[src/wdg_pkg.sv]
package wdg_pkg;

   // Timing
   localparam int          CLK_PERIOD_NS     = 50;
   localparam int          PRESCALE_CYCLES   = 16384;
   localparam int          RESET_PULSE_NS    = 500;
   localparam int          RESET_PULSE_CYC   = (RESET_PULSE_NS + CLK_PERIOD_NS - 1) / CLK_PERIOD_NS;
   localparam int          OPT_LOCK_CYC      = 3;

   // Register map (8-bit data)
   localparam logic [7:0]  ADDR_CTRL         = 8'h2a;
   localparam logic [7:0]  ADDR_TBSEL        = 8'h2b;
   localparam logic [7:0]  ADDR_TMIN0        = 8'h2c;
   localparam logic [7:0]  ADDR_TMIN1        = 8'h2d;
   localparam logic [7:0]  ADDR_TMIN2        = 8'h2e;
   localparam logic [7:0]  ADDR_TMAX0        = 8'h2f;
   localparam logic [7:0]  ADDR_TMAX1        = 8'h30;
   localparam logic [7:0]  ADDR_TMAX2        = 8'h31;
   localparam logic [7:0]  ADDR_STATUS       = 8'h32;

   // Control register fields
   localparam int          CTRL_ARM_BIT      = 7;
   localparam int          CTRL_EXPIRY_BIT   = 6;
   localparam logic [7:0]  CTRL_RESET        = 8'h7f;
   localparam logic [6:0]  CNT_ROLL_FROM     = 7'h40;
   localparam logic [1:0]  TBSEL_RESET       = 2'h0;

   // Status register fields
   localparam int          STAT_ARMED_BIT    = 0;
   localparam int          STAT_HWWDG_BIT    = 1;
   localparam int          STAT_STOPRST_BIT  = 2;

   // Timeout correction pairs per timebase
   localparam logic [7:0]  TB0_MSB           = 8'h04;
   localparam logic [7:0]  TB0_LSB           = 8'h3b;
   localparam logic [7:0]  TB1_MSB           = 8'h08;
   localparam logic [7:0]  TB1_LSB           = 8'h35;
   localparam logic [7:0]  TB2_MSB           = 8'h14;
   localparam logic [7:0]  TB2_LSB           = 8'h23;
   localparam logic [7:0]  TB3_MSB           = 8'h31;
   localparam logic [7:0]  TB3_LSB           = 8'h36;
   localparam logic [23:0] TMIN0_OFFS        = 24'h000080;
   localparam logic [23:0] CORR_OFFS         = 24'h0000c0;
   localparam logic [23:0] CORR_STEP         = 24'h000040;
   localparam logic [23:0] TICK_CYCLES       = 24'h004000;

   typedef enum logic [0:0] {
      PULSE_IDLE,
      PULSE_LOW
   } wdg_pulse_state_t;

endpackage

[src/wdg_prescaler.sv]
`timescale 1ns/1ps
`default_nettype none
module wdg_prescaler
   import wdg_pkg::*;
#(
   parameter int DIV = PRESCALE_CYCLES
)
(
   // Clock and reset
   input  wire logic clk_i,
   input  wire logic rst_n_i,
   // Tick out
   output logic      tick_o
);

   localparam int          CW      = $clog2(DIV);
   localparam logic [CW-1:0] LAST  = CW'(DIV - 1);

   logic [CW-1:0] cnt_q;

   // Free running; nothing but reset restarts it
   always_ff @(posedge clk_i)
   begin
      if (!rst_n_i)
      begin
         cnt_q <= '0;
      end
      else if (cnt_q == LAST)
      begin
         cnt_q <= '0;
      end
      else
      begin
         cnt_q <= cnt_q + CW'(1);
      end
   end

   always_ff @(posedge clk_i)
   begin
      if (!rst_n_i)
      begin
         tick_o <= 1'b0;
      end
      else
      begin
         tick_o <= (cnt_q == LAST);
      end
   end

endmodule
`default_nettype wire

[src/wdg_pulse.sv]
`timescale 1ns/1ps
`default_nettype none
module wdg_pulse
   import wdg_pkg::*;
#(
   parameter int WIDTH = RESET_PULSE_CYC
)
(
   // Clock and reset
   input  wire logic clk_i,
   input  wire logic rst_n_i,
   // Trigger and pin
   input  wire logic trig_i,
   output logic      pin_o,
   output logic      pin_oe_n_o
);

   localparam int            CW   = $clog2(WIDTH + 1);
   localparam logic [CW-1:0] LAST = CW'(WIDTH - 1);

   wdg_pulse_state_t state_q;
   logic [CW-1:0]    cnt_q;

   // Triggers during a pulse are absorbed; the pulse never stretches
   always_ff @(posedge clk_i)
   begin
      if (!rst_n_i)
      begin
         state_q    <= PULSE_IDLE;
         cnt_q      <= '0;
         pin_o      <= 1'b1;
         pin_oe_n_o <= 1'b1;
      end
      else
      begin
         case (state_q)
            PULSE_IDLE:
            begin
               if (trig_i)
               begin
                  state_q    <= PULSE_LOW;
                  cnt_q      <= '0;
                  pin_o      <= 1'b0;
                  pin_oe_n_o <= 1'b0;
               end
            end
            PULSE_LOW:
            begin
               if (cnt_q == LAST)
               begin
                  state_q    <= PULSE_IDLE;
                  pin_o      <= 1'b1;
                  pin_oe_n_o <= 1'b1;
               end
               else
               begin
                  cnt_q <= cnt_q + CW'(1);
               end
            end
            default:
            begin
               state_q <= PULSE_IDLE;
            end
         endcase
      end
   end

endmodule
`default_nettype wire

[src/wdg_top.sv]
// The register offsets and the address-and-strobe port were chosen for this implementation.
`timescale 1ns/1ps
`default_nettype none
module wdg_top
   import wdg_pkg::*;
#(
   parameter int PRESCALE_DIV = PRESCALE_CYCLES,
   parameter int PULSE_CYC    = RESET_PULSE_CYC
)
(
   // Clock and reset
   input  wire logic       MCLK_I,
   input  wire logic       RST_N_I,
   // Register port
   input  wire logic [7:0] ADDR_I,
   input  wire logic [7:0] WDATA_I,
   input  wire logic       WR_I,
   input  wire logic       RD_I,
   output logic [7:0]      RDATA_O,
   // CPU events
   input  wire logic       STOP_EXEC_I,
   // Option settings
   input  wire logic       HW_WDG_OPT_I,
   input  wire logic       STOP_RST_OPT_I,
   // Reset pin
   output logic            RESET_PIN_O,
   output logic            RESET_PIN_OE_N_O
);

   logic         tick;
   logic         pin_low;
   logic         pin_oe_n;
   logic         arm_q;
   logic         arm_d;
   logic [6:0]   cnt_q;
   logic [6:0]   cnt_d;
   logic [1:0]   tbsel_q;
   logic [1:0]   opt_meta_q;
   logic [1:0]   opt_sync_q;
   logic         hw_opt_q;
   logic         stop_opt_q;
   logic [1:0]   lock_cnt_q;
   logic         armed;
   logic         wr_ctrl;
   logic         roll_trig;
   logic         sw_trig;
   logic         stop_trig;
   logic         trig;
   logic         busy;
   logic [7:0]   msb;
   logic [7:0]   lsb;
   logic [7:0]   quo;
   logic [23:0]  tmin0;
   logic [23:0]  corr;
   logic [23:0]  tmin;
   logic [23:0]  tmax;
   logic [7:0]   rdata_d;

   wdg_prescaler #(
      .DIV        (PRESCALE_DIV)
   ) u_presc (
      .clk_i      (MCLK_I),
      .rst_n_i    (RST_N_I),
      .tick_o     (tick)
   );

   wdg_pulse #(
      .WIDTH      (PULSE_CYC)
   ) u_pulse (
      .clk_i      (MCLK_I),
      .rst_n_i    (RST_N_I),
      .trig_i     (trig),
      .pin_o      (pin_low),
      .pin_oe_n_o (pin_oe_n)
   );

   assign RESET_PIN_O      = pin_low;
   assign RESET_PIN_OE_N_O = pin_oe_n;
   assign busy             = ~pin_oe_n;

   // Option pins come from fuse logic outside this domain
   always_ff @(posedge MCLK_I)
   begin
      if (!RST_N_I)
      begin
         opt_meta_q <= 2'h0;
         opt_sync_q <= 2'h0;
      end
      else
      begin
         opt_meta_q <= {HW_WDG_OPT_I, STOP_RST_OPT_I};
         opt_sync_q <= opt_meta_q;
      end
   end

   // Captured shortly after release, then frozen until the next reset
   always_ff @(posedge MCLK_I)
   begin
      if (!RST_N_I)
      begin
         lock_cnt_q <= 2'h0;
         hw_opt_q   <= 1'b0;
         stop_opt_q <= 1'b0;
      end
      else if (lock_cnt_q != 2'(OPT_LOCK_CYC))
      begin
         lock_cnt_q <= lock_cnt_q + 2'h1;
         hw_opt_q   <= opt_sync_q[1];
         stop_opt_q <= opt_sync_q[0];
      end
   end

   assign armed   = arm_q | hw_opt_q;
   assign wr_ctrl = WR_I & (ADDR_I == ADDR_CTRL);

   // Control register next value
   always_comb
   begin
      arm_d = arm_q;
      cnt_d = cnt_q;
      if (wr_ctrl)
      begin
         arm_d = arm_q | WDATA_I[CTRL_ARM_BIT];
         cnt_d = WDATA_I[6:0];
      end
      else if (tick)
      begin
         cnt_d = cnt_q - 7'h01;
      end
   end

   // Holding the register at reset value during the pulse keeps it unarmed afterwards
   always_ff @(posedge MCLK_I)
   begin
      if (!RST_N_I || busy)
      begin
         arm_q <= CTRL_RESET[CTRL_ARM_BIT];
         cnt_q <= CTRL_RESET[6:0];
      end
      else
      begin
         arm_q <= arm_d;
         cnt_q <= cnt_d;
      end
   end

   always_ff @(posedge MCLK_I)
   begin
      if (!RST_N_I)
      begin
         tbsel_q <= TBSEL_RESET;
      end
      else if (WR_I && (ADDR_I == ADDR_TBSEL))
      begin
         tbsel_q <= WDATA_I[1:0];
      end
   end

   // Reset sources
   assign roll_trig = armed & tick & ~wr_ctrl & (cnt_q == CNT_ROLL_FROM);
   assign sw_trig   = wr_ctrl & (armed | WDATA_I[CTRL_ARM_BIT]) & ~WDATA_I[CTRL_EXPIRY_BIT];
   assign stop_trig = STOP_EXEC_I & armed & stop_opt_q;
   assign trig      = (roll_trig | sw_trig | stop_trig) & ~busy;

   // Timeout bounds in clock periods for the loaded count
   always_comb
   begin
      case (tbsel_q)
         2'h0:
         begin
            msb = TB0_MSB;
            lsb = TB0_LSB;
         end
         2'h1:
         begin
            msb = TB1_MSB;
            lsb = TB1_LSB;
         end
         2'h2:
         begin
            msb = TB2_MSB;
            lsb = TB2_LSB;
         end
         default:
         begin
            msb = TB3_MSB;
            lsb = TB3_LSB;
         end
      endcase
   end

   // Integer division truncates, as the bounds require
   assign quo   = {cnt_q[5:0], 2'b00} / msb;
   assign tmin0 = (TMIN0_OFFS + {16'h0, lsb}) * CORR_STEP;
   assign corr  = TICK_CYCLES * ({18'h0, cnt_q[5:0]} - {16'h0, quo})
                + (CORR_OFFS + {16'h0, lsb}) * CORR_STEP * {16'h0, quo};

   always_comb
   begin
      if ({2'b00, cnt_q[5:0]} < (msb >> 2))
      begin
         tmin = tmin0 + TICK_CYCLES * {18'h0, cnt_q[5:0]};
      end
      else
      begin
         tmin = tmin0 + corr;
      end
      if ({2'b00, cnt_q[5:0]} <= (msb >> 2))
      begin
         tmax = TICK_CYCLES + TICK_CYCLES * {18'h0, cnt_q[5:0]};
      end
      else
      begin
         tmax = TICK_CYCLES + corr;
      end
   end

   // Read decode; unmapped addresses read zero
   always_comb
   begin
      rdata_d = 8'h00;
      if (ADDR_I == ADDR_CTRL)
      begin
         rdata_d = {arm_q, cnt_q};
      end
      else if (ADDR_I == ADDR_TBSEL)
      begin
         rdata_d = {6'h00, tbsel_q};
      end
      else if (ADDR_I == ADDR_TMIN0)
      begin
         rdata_d = tmin[7:0];
      end
      else if (ADDR_I == ADDR_TMIN1)
      begin
         rdata_d = tmin[15:8];
      end
      else if (ADDR_I == ADDR_TMIN2)
      begin
         rdata_d = tmin[23:16];
      end
      else if (ADDR_I == ADDR_TMAX0)
      begin
         rdata_d = tmax[7:0];
      end
      else if (ADDR_I == ADDR_TMAX1)
      begin
         rdata_d = tmax[15:8];
      end
      else if (ADDR_I == ADDR_TMAX2)
      begin
         rdata_d = tmax[23:16];
      end
      else if (ADDR_I == ADDR_STATUS)
      begin
         rdata_d[STAT_ARMED_BIT]   = armed;
         rdata_d[STAT_HWWDG_BIT]   = hw_opt_q;
         rdata_d[STAT_STOPRST_BIT] = stop_opt_q;
      end
   end

   always_ff @(posedge MCLK_I)
   begin
      if (!RST_N_I)
      begin
         RDATA_O <= 8'h00;
      end
      else if (RD_I)
      begin
         RDATA_O <= rdata_d;
      end
      else
      begin
         RDATA_O <= 8'h00;
      end
   end

   // Checking helpers
   logic [15:0] since_tick_q;
   logic        tick_seen_q;

   always_ff @(posedge MCLK_I)
   begin
      if (!RST_N_I)
      begin
         since_tick_q <= 16'h0;
         tick_seen_q  <= 1'b0;
      end
      else if (tick)
      begin
         since_tick_q <= 16'h0;
         tick_seen_q  <= 1'b1;
      end
      else
      begin
         since_tick_q <= since_tick_q + 16'h1;
      end
   end

   // Counts the cycles the pin has been low, so the pulse length needs no long repetition
   logic [7:0]  low_cnt_q;

   always_ff @(posedge MCLK_I)
   begin
      if (!RST_N_I)
      begin
         low_cnt_q <= 8'h00;
      end
      else if (!RESET_PIN_O)
      begin
         low_cnt_q <= low_cnt_q + 8'h01;
      end
      else
      begin
         low_cnt_q <= 8'h00;
      end
   end
endmodule
`default_nettype wire

[config.mk]
export PLATFORM = sky130hd
export DESIGN_NAME = wdg_top
export DESIGN_NICKNAME = d
export VERILOG_FILES = /design/src/wdg_pkg.sv /design/src/wdg_prescaler.sv /design/src/wdg_pulse.sv /design/src/wdg_top.sv
export SDC_FILE = /design/constraint.sdc
export NUM_CORES = 1
export LEC_CHECK = 0
export BUFFER_PORTS_ARGS = -buffer_cell sky130_fd_sc_hd__buf_2
export CAP_MARGIN = 20
export CORE_MARGIN = 3
export CORE_UTILIZATION = 50
export CTS_BUF_LIST = sky130_fd_sc_hd__clkbuf_8
export DETAILED_ROUTE_END_ITERATION = 12
export HOLD_SLACK_MARGIN = 0.12
export PLACE_DENSITY = 0.67
export SKIP_LAST_GASP = 1
export SYNTH_ARGS = -nofsm -noshare
export SYNTH_HDL_FRONTEND = slang
export SYNTH_HIERARCHICAL = 1
export SYNTH_SLANG_ARGS = --single-unit
[constraint.sdc]
create_clock -name MCLK_I -period 38.2 [get_ports MCLK_I]
set_input_delay 7.64 -clock MCLK_I [delete_from_list [all_inputs] [get_ports MCLK_I]]
set_output_delay 7.64 -clock MCLK_I [all_outputs]
set_load 0.02 [all_outputs]
# Word-level counts from Yosys, hierarchy flattened

Index checks and enable logic that the tools add are counted.

Bits in registers: 47
Word-level logic and storage cells: 101
Input port bits: 23
Output and inout port bits: 10

Div/mod/pow operators: 1
Order comparisons: 2
Eq/ne operators: 18
Reductions and logical operators: 9
Bitwise operators: 19
Mux-type cells: 25
Add/subtract/negate cells: 12
Multipliers: 1

Operators with widths:

| kind                                                                  | count |
|---|---|
| 8-bit by 6-bit equality test with 1-bit output, second input constant | 9 |
| 8-bit two-way mux                                                     | 7 |
| 24-bit two-way mux                                                    | 2 |
| 15-bit by 24-bit adder with 24-bit output                             | 1 |
| 15-bit by 24-bit adder with 24-bit output, first input constant       | 1 |
| 24-bit by 23-bit adder with 24-bit output                             | 1 |
| 15-bit by 20-bit adder with 21-bit output                             | 1 |
| 15-bit by 20-bit adder with 21-bit output, first input constant       | 1 |
| 8-bit by 8-bit adder with 9-bit output, first input constant          | 2 |
| 6-bit one-hot mux with 3 select lines                                 | 1 |
| 9-bit by 8-bit multiplier with 17-bit output                          | 1 |
| 5-bit one-hot mux with 3 select lines                                 | 1 |
| 14-bit by 1-bit adder with 14-bit output, second input constant       | 1 |
| 14-bit equality test, second input constant                           | 1 |
| 7-bit two-way mux                                                     | 2 |
| 1-bit AND                                                             | 9 |
| 6-bit by 8-bit subtractor with 9-bit output                           | 1 |
| 8-bit by 8-bit divider with 8-bit output                              | 1 |
| 4-bit two-way mux                                                     | 2 |
| 2-bit inequality test, second input constant                          | 4 |
| 4-bit one-hot mux with 2 select lines                                 | 1 |
| 7-bit equality test, second input constant                            | 1 |
| 7-bit by 1-bit subtractor with 7-bit output, second input constant    | 1 |
| 6-bit <= comparator                                                   | 1 |
| 19 further kinds                                                      | 34 |

# Longest topological paths before layout

Depth after elaboration: 15
Depth in mapped cells: 85
Depth with buffers taken out: 78

# By module

Netlist, hierarchy kept.

By module, submodules not included:

| module        | cells each | sequential area each (um^2) | times used | area each (um^2) |
|---|---|---|---|---|
| wdg_top       | 815        | 520.5                       | 1          | 6,379.9 |
| wdg_prescaler | 66         | 300.3                       | 1          | 623.1 |
| wdg_pulse     | 36         | 120.1                       | 1          | 339.1 |

# Worst setup path before layout

Ideal clock, no wire load.

Path type: register to register
From: register tbsel_q[1]
To: register RDATA_O[7]
Path buffers: 7
Stages on the path, launching flop included: 77
Data arrival time: 15.055 ns
Clock period less this slack: 15.179 ns
Data required time: 38.075 ns
Setup slack: 23.021 ns
Library setup time: 0.125 ns
Path through: dfxtp_1 > buf_2 > nand2_1 > clkbuf_1 > ha_1 > buf_2 > or4_1 > nand4_1 > nand2_1 > ha_1 > a21oi_1 > o22a_1 > nand2_1 > nor2_1 > a21oi_1 > ha_1 > a2111oi_0 > nand3_1 > [... 41 more ...] > o21bai_1 > a21oi_1 > xnor2_1 > ha_1 > a21o_1 > a21oi_1 > o21bai_1 > a21oi_1 > o21bai_1 > a21oi_1 > xnor2_1 > nor3b_1 > xnor2_1 > nor2_1 > a221oi_1 > o21ai_0 > a31oi_1 > nor3_1

Longest elaborated chain between the ends: 15
Elaborated cells between the ends (all ways): 26
Those cells by class: 7 x add/sub; 1 x mul; 1 x div; 2 x order compare; 2 x eq/ne; 12 x mux; 1 x reduce/logical

RTL lines:

| element                                                                                                     | RTL line                       | source |
|---|---|---|
| from (decl)                                                                                                 | wdg_top.sv:37                  | `logic [1:0] tbsel_q;` |
| from (signal assigned)                                                                                      | wdg_top.sv:155                 | `tbsel_q <= WDATA_I[1:0];` |
| 2-bit equality test (tied with other cells)                                                                 | wdg_top.sv:168                 | `case (tbsel_q)` |
| 6-bit one-hot mux with 3 select lines or 5-bit one-hot mux with 3 select lines (tied branches)              | wdg_top.sv:168                 |  |
| 8-bit by 8-bit divider with 8-bit output or 8-bit by 8-bit adder with 9-bit output (tied branches)          | wdg_top.sv:193, wdg_top.sv:196 |  |
| 9-bit by 8-bit multiplier with 17-bit output or 6-bit by 8-bit subtractor with 9-bit output (tied branches) | wdg_top.sv:196, wdg_top.sv:195 |  |
| 24-bit by 23-bit adder with 24-bit output                                                                   | wdg_top.sv:196                 | `+ (CORR_OFFS + {16'h0, lsb}) * CORR_STEP * {16'h0, quo};` |
| 15-bit by 24-bit adder with 24-bit output                                                                   | wdg_top.sv:214                 | `tmax = TICK_CYCLES + corr;` |
| 24-bit two-way mux                                                                                          | wdg_top.sv:208                 | `if ({2'b00, cnt_q[5:0]} <= (msb >> 2))` |
| 5-bit two-way mux                                                                                           | wdg_top.sv:250                 | `else if (ADDR_I == ADDR_TMAX2)` |
| 8-bit two-way mux                                                                                           | wdg_top.sv:246                 | `else if (ADDR_I == ADDR_TMAX1)` |
| 8-bit two-way mux                                                                                           | wdg_top.sv:242                 | `else if (ADDR_I == ADDR_TMAX0)` |
| 8-bit two-way mux                                                                                           | wdg_top.sv:238                 | `else if (ADDR_I == ADDR_TMIN2)` |
| 8-bit two-way mux                                                                                           | wdg_top.sv:234                 | `else if (ADDR_I == ADDR_TMIN1)` |
| 8-bit two-way mux (*)                                                                                       | wdg_top.sv:230                 | `else if (ADDR_I == ADDR_TMIN0)` |
| 8-bit two-way mux (*)                                                                                       | wdg_top.sv:226                 | `else if (ADDR_I == ADDR_TBSEL)` |
| 8-bit two-way mux (*)                                                                                       | wdg_top.sv:222                 | `if (ADDR_I == ADDR_CTRL)` |
| to (signal assigned)                                                                                        | wdg_top.sv:270                 | `RDATA_O <= rdata_d;` |
| to (decl)                                                                                                   | wdg_top.sv:19                  | `output logic [7:0] RDATA_O,` |

Mark *: on every way between the ends. The rest lies on a longest branch, timed or not.
A chain may end at the register's enable or synchronous reset.

# Worst setup path after layout

From: register tbsel_q[0]
To: register RDATA_O[7]

The elaborated chain is that of the path after synthesis.

==> results.md <==
* cts hold-fix bufs: 0
* Final Max Slew Viols: 0
* remaining antenna violation count: 0
* CTS root buf: sky130_fd_sc_hd__clkbuf_8
* most frequent standard cell in the layout excluding fill and tap cells: sky130_fd_sc_hd__ha_1
* largest incremental delay on the critical path: 0.75 ns
* cell type of the slowest stage on the worst timing path: sky130_fd_sc_hd__dfxtp_1
* multi-input combinational cell area: 0.00594 mm2
* part of the Yosys area used for sequential elements: 0.128
* P&R area growth vs syn: 5.76%
* Detailed Place HPWL: 14,600 um
* Seq cells post-synth: 47
* Crit Path Class: flop to flop
* core occupancy in the finished layout: 0.551
* CTS resizes: 0
* number of nets in the layout: 1,106
* Clock Tree Buf Depth: 2
* detailed-route DRC error count: 0
* Clk Latency, worst-skew pair: 0.30 ns
* startpoint of the tightest hold check path: opt_meta_q[0]
* proportion of power drawn by the clock network: 0.081
* reported max-cap violation count: 0
* post-synth top area cell: sky130_fd_sc_hd__ha_1
* hold-critical path endpoint: opt_sync_q[0]
* number of hold-slack violations in the final timing report: 0
* horizontal die dimension: 127 um
* number of levels the H-tree was split into: 2
* final std cell area, no fill: 0.00776 mm2
* mapped cell area: 0.00734 mm2
* Setup crit start kind: flop
* Std-Cell Rows: 43
* area of the core: 0.0141 mm2
* Fill cells: 1,368
* Seq pwr share: 0.112
* crit path capture type: flop
* number of port buffers: 32
* number of I/O pins: 33
* final routed wire length divided by cell count: 15.9 um
* total routed wirelength: 17,900 um
* fraction of registers with async set or reset after synthesis: 0
* initial antenna violation count: 0
* Sw Pwr: 0.232 mW
* most frequent CP cell: sky130_fd_sc_hd__a21oi_1
* register-to-register setup slack: 20.27 ns
* number of flops mapped to enable cells by yosys: 0
* count of cell types in the netlist: 88
* top-area cell type share of the netlist area: 0.167
* maximum number of pins on one net before global-route repair: 23
* critical path data required time: 38.38 ns
* power density cells: 58.3 mW/mm2
* unrepaired setup endpoints after global routing: no
* Total Neg Setup Slack: 0 ns
* Synth warnings: 6
* R2R Path Start: tbsel_q[0]
* post-synthesis cell count: 917
* total die area: 0.0162 mm2
* synthesized area divided by synthesized cell count: 8.01 um2
* Clock Sinks: 47
* vias in the first global route: 6,152
* R2R cell count: 70
* share of final-layout standard cells stronger than drive strength 1: 0.0792
* arrival time reported for the critical path endpoint: 18.12 ns
* post-CTS setup repair buffer count: 0
* Vias per Instance: 5.72
* worst vdd rail ir drop: 0.0697 mV
* detailed-routing iteration count for the pre-antenna-repair pass: 5
* Post-Place Cell Area: 0.00765 mm2
* TritonCTS clock tree: done
* switching fraction of total power: 0.512
* Die Height: 127 um
* Sequential cell area: 941 um2
* global-route wire length before repair: 30,400 um
* minimum clock period: 17.93 ns
* vias after detailed routing: 6,451
* slew of the pin with the lowest slew margin: 0.895 ns
* final RePlAce weighted congestion: 0.967
* cells taking the most area after synthesis: sky130_fd_sc_hd__ha_1, sky130_fd_sc_hd__dfxtp_1, sky130_fd_sc_hd__fa_1
* final worst path period share: 0.470
* antenna cells: 0
* total routing resource utilization after global routing: 0.227
* static leakage power: 3.42 nW
* most frequent cells in the layout: sky130_fd_sc_hd__ha_1, sky130_fd_sc_hd__inv_1, sky130_fd_sc_hd__nor2_1, sky130_fd_sc_hd__a21oi_1, sky130_fd_sc_hd__nand2_1
* achievable frequency: 55.8 MHz
* result of the run: finished, final reports clean
* Remaining Overflow, GRT: 0
* worst hold stages: 1
* Starting Density: 0.521
* path type of the worst min-delay path: flop to flop
* proportion of power drawn by combinational gates: 0.806
* crit path from: tbsel_q[0]
* final setup violation count: 0
* worst clock skew on the final layout: 0.0121 ns
* TritonCTS buffer count: 5
* Synth Flop Type: sky130_fd_sc_hd__dfxtp_1
* internal power contribution: 0.221 mW
* crit path max fanout: 19
* destination of the worst register-to-register timing path: RDATA_O[7]
* First DRT Iteration DRCs: 390
* clock slew at the register clock pins of the worst setup and hold paths: 0.09 ns
* headroom to the max-slew limit: 0.403
-- sequential cells by signal, summed over array words and instances (netlist names), 2 cells and up --
signal         flops
u_presc/cnt_q     14
RDATA_O            8
cnt_q              7
u_pulse/cnt_q      4
lock_cnt_q         2
opt_meta_q         2
opt_sync_q         2
tbsel_q            2
-- final cells by class --
type	count	share of cell area
clock buffers	5	0.00886
clock inverters	3	0.00596
inverters	97	0.0469
multi-input cells	761	0.766
flip-flops and latches	47	0.121
well taps	180	0.0290
repair buffers	34	0.0226
-- critical path: cells and delay by family, from the launching register on --
kind,cells,cell delay (ns)
buffers and inverters,5,0.83
muxes,1,0.24
DFF,1,0.75
and+or+nand+nor,24,5.06
adders and majority gates,11,4.39
AOI/OAI and AO/OA,26,5.94
xor gates and xnor gates,3,0.62
-- power groups by stage --
stage	sequential (mW)	clock, mW	combinational (mW)
after detailed placement	0.0519	0	0.359
after floorplan	0.0519	0	0.286
final	0.0508	0.0368	0.365
after CTS	0.0508	0.0385	0.361
after global routing	0.0509	0.0401	0.402
after global placement	0.0519	0	0.358
-- layer usage --
metal,part of all wire,up-vias,global-route usage
li1,-,3235,-
met2,0.43,200,0.351
met4,0.023,0,0.0644
met3,0.058,34,0.0226
met5,0,-,0
met1,0.49,2982,0.335
-- worst max path at each step --
| stage | to | slack (ns) | cells past startpoint |
|---|---|---|---|
| CTS | RDATA_O[7] | 20.44 | 70 |
| global placement | RDATA_O[7] | 20.92 | 70 |
| floorplan | RDATA_O[7] | 23.02 | 76 |
| global route | RDATA_O[7] | 18.64 | 70 |
| finish | RDATA_O[7] | 20.27 | 70 |
| detailed placement | RDATA_O[7] | 20.49 | 70 |
-- kinds of logic (layout without fill, tap and decap cells) --
| group | Yosys count | in the layout | synth area share |
|---|---|---|---|
| simple gates | 290 | 290 | 0.206 |
| compound gates | 211 | 211 | 0.195 |
| fa+ha+maj | 138 | 138 | 0.275 |
| buf+inv | 131 | 139 | 0.0734 |
| xor+xnor | 76 | 76 | 0.0907 |
| flops | 47 | 47 | 0.128 |
| mux | 22 | 22 | 0.0310 |
| other cells | 2 | 24 | 0.00102 |
-- metrics by stage --
step	hold slack, ns	total power, mW	setup WS, ns	instances
floorplan	0.412	0.338	23.02	939
global placement	0.416	0.410	20.92	1119
detailed placement	0.428	0.410	20.49	1119
CTS	0.450	0.451	20.44	1127
global route	0.468	0.493	18.64	1127
finish	0.446	0.453	20.27	1127
-- cell usage after synthesis, drive strengths merged, types with 19 or more instances --
master / number
nor2: 84
nor3: 19
clkbuf: 19
inv: 95
fa: 39
ha: 98
dfxtp: 47
nand2: 63
mux2i: 19
xor2: 32
nand3: 24
o21ai: 49
a21oi: 63
xnor2: 44
No activity file was read; power rests on OpenSTA's default activity.
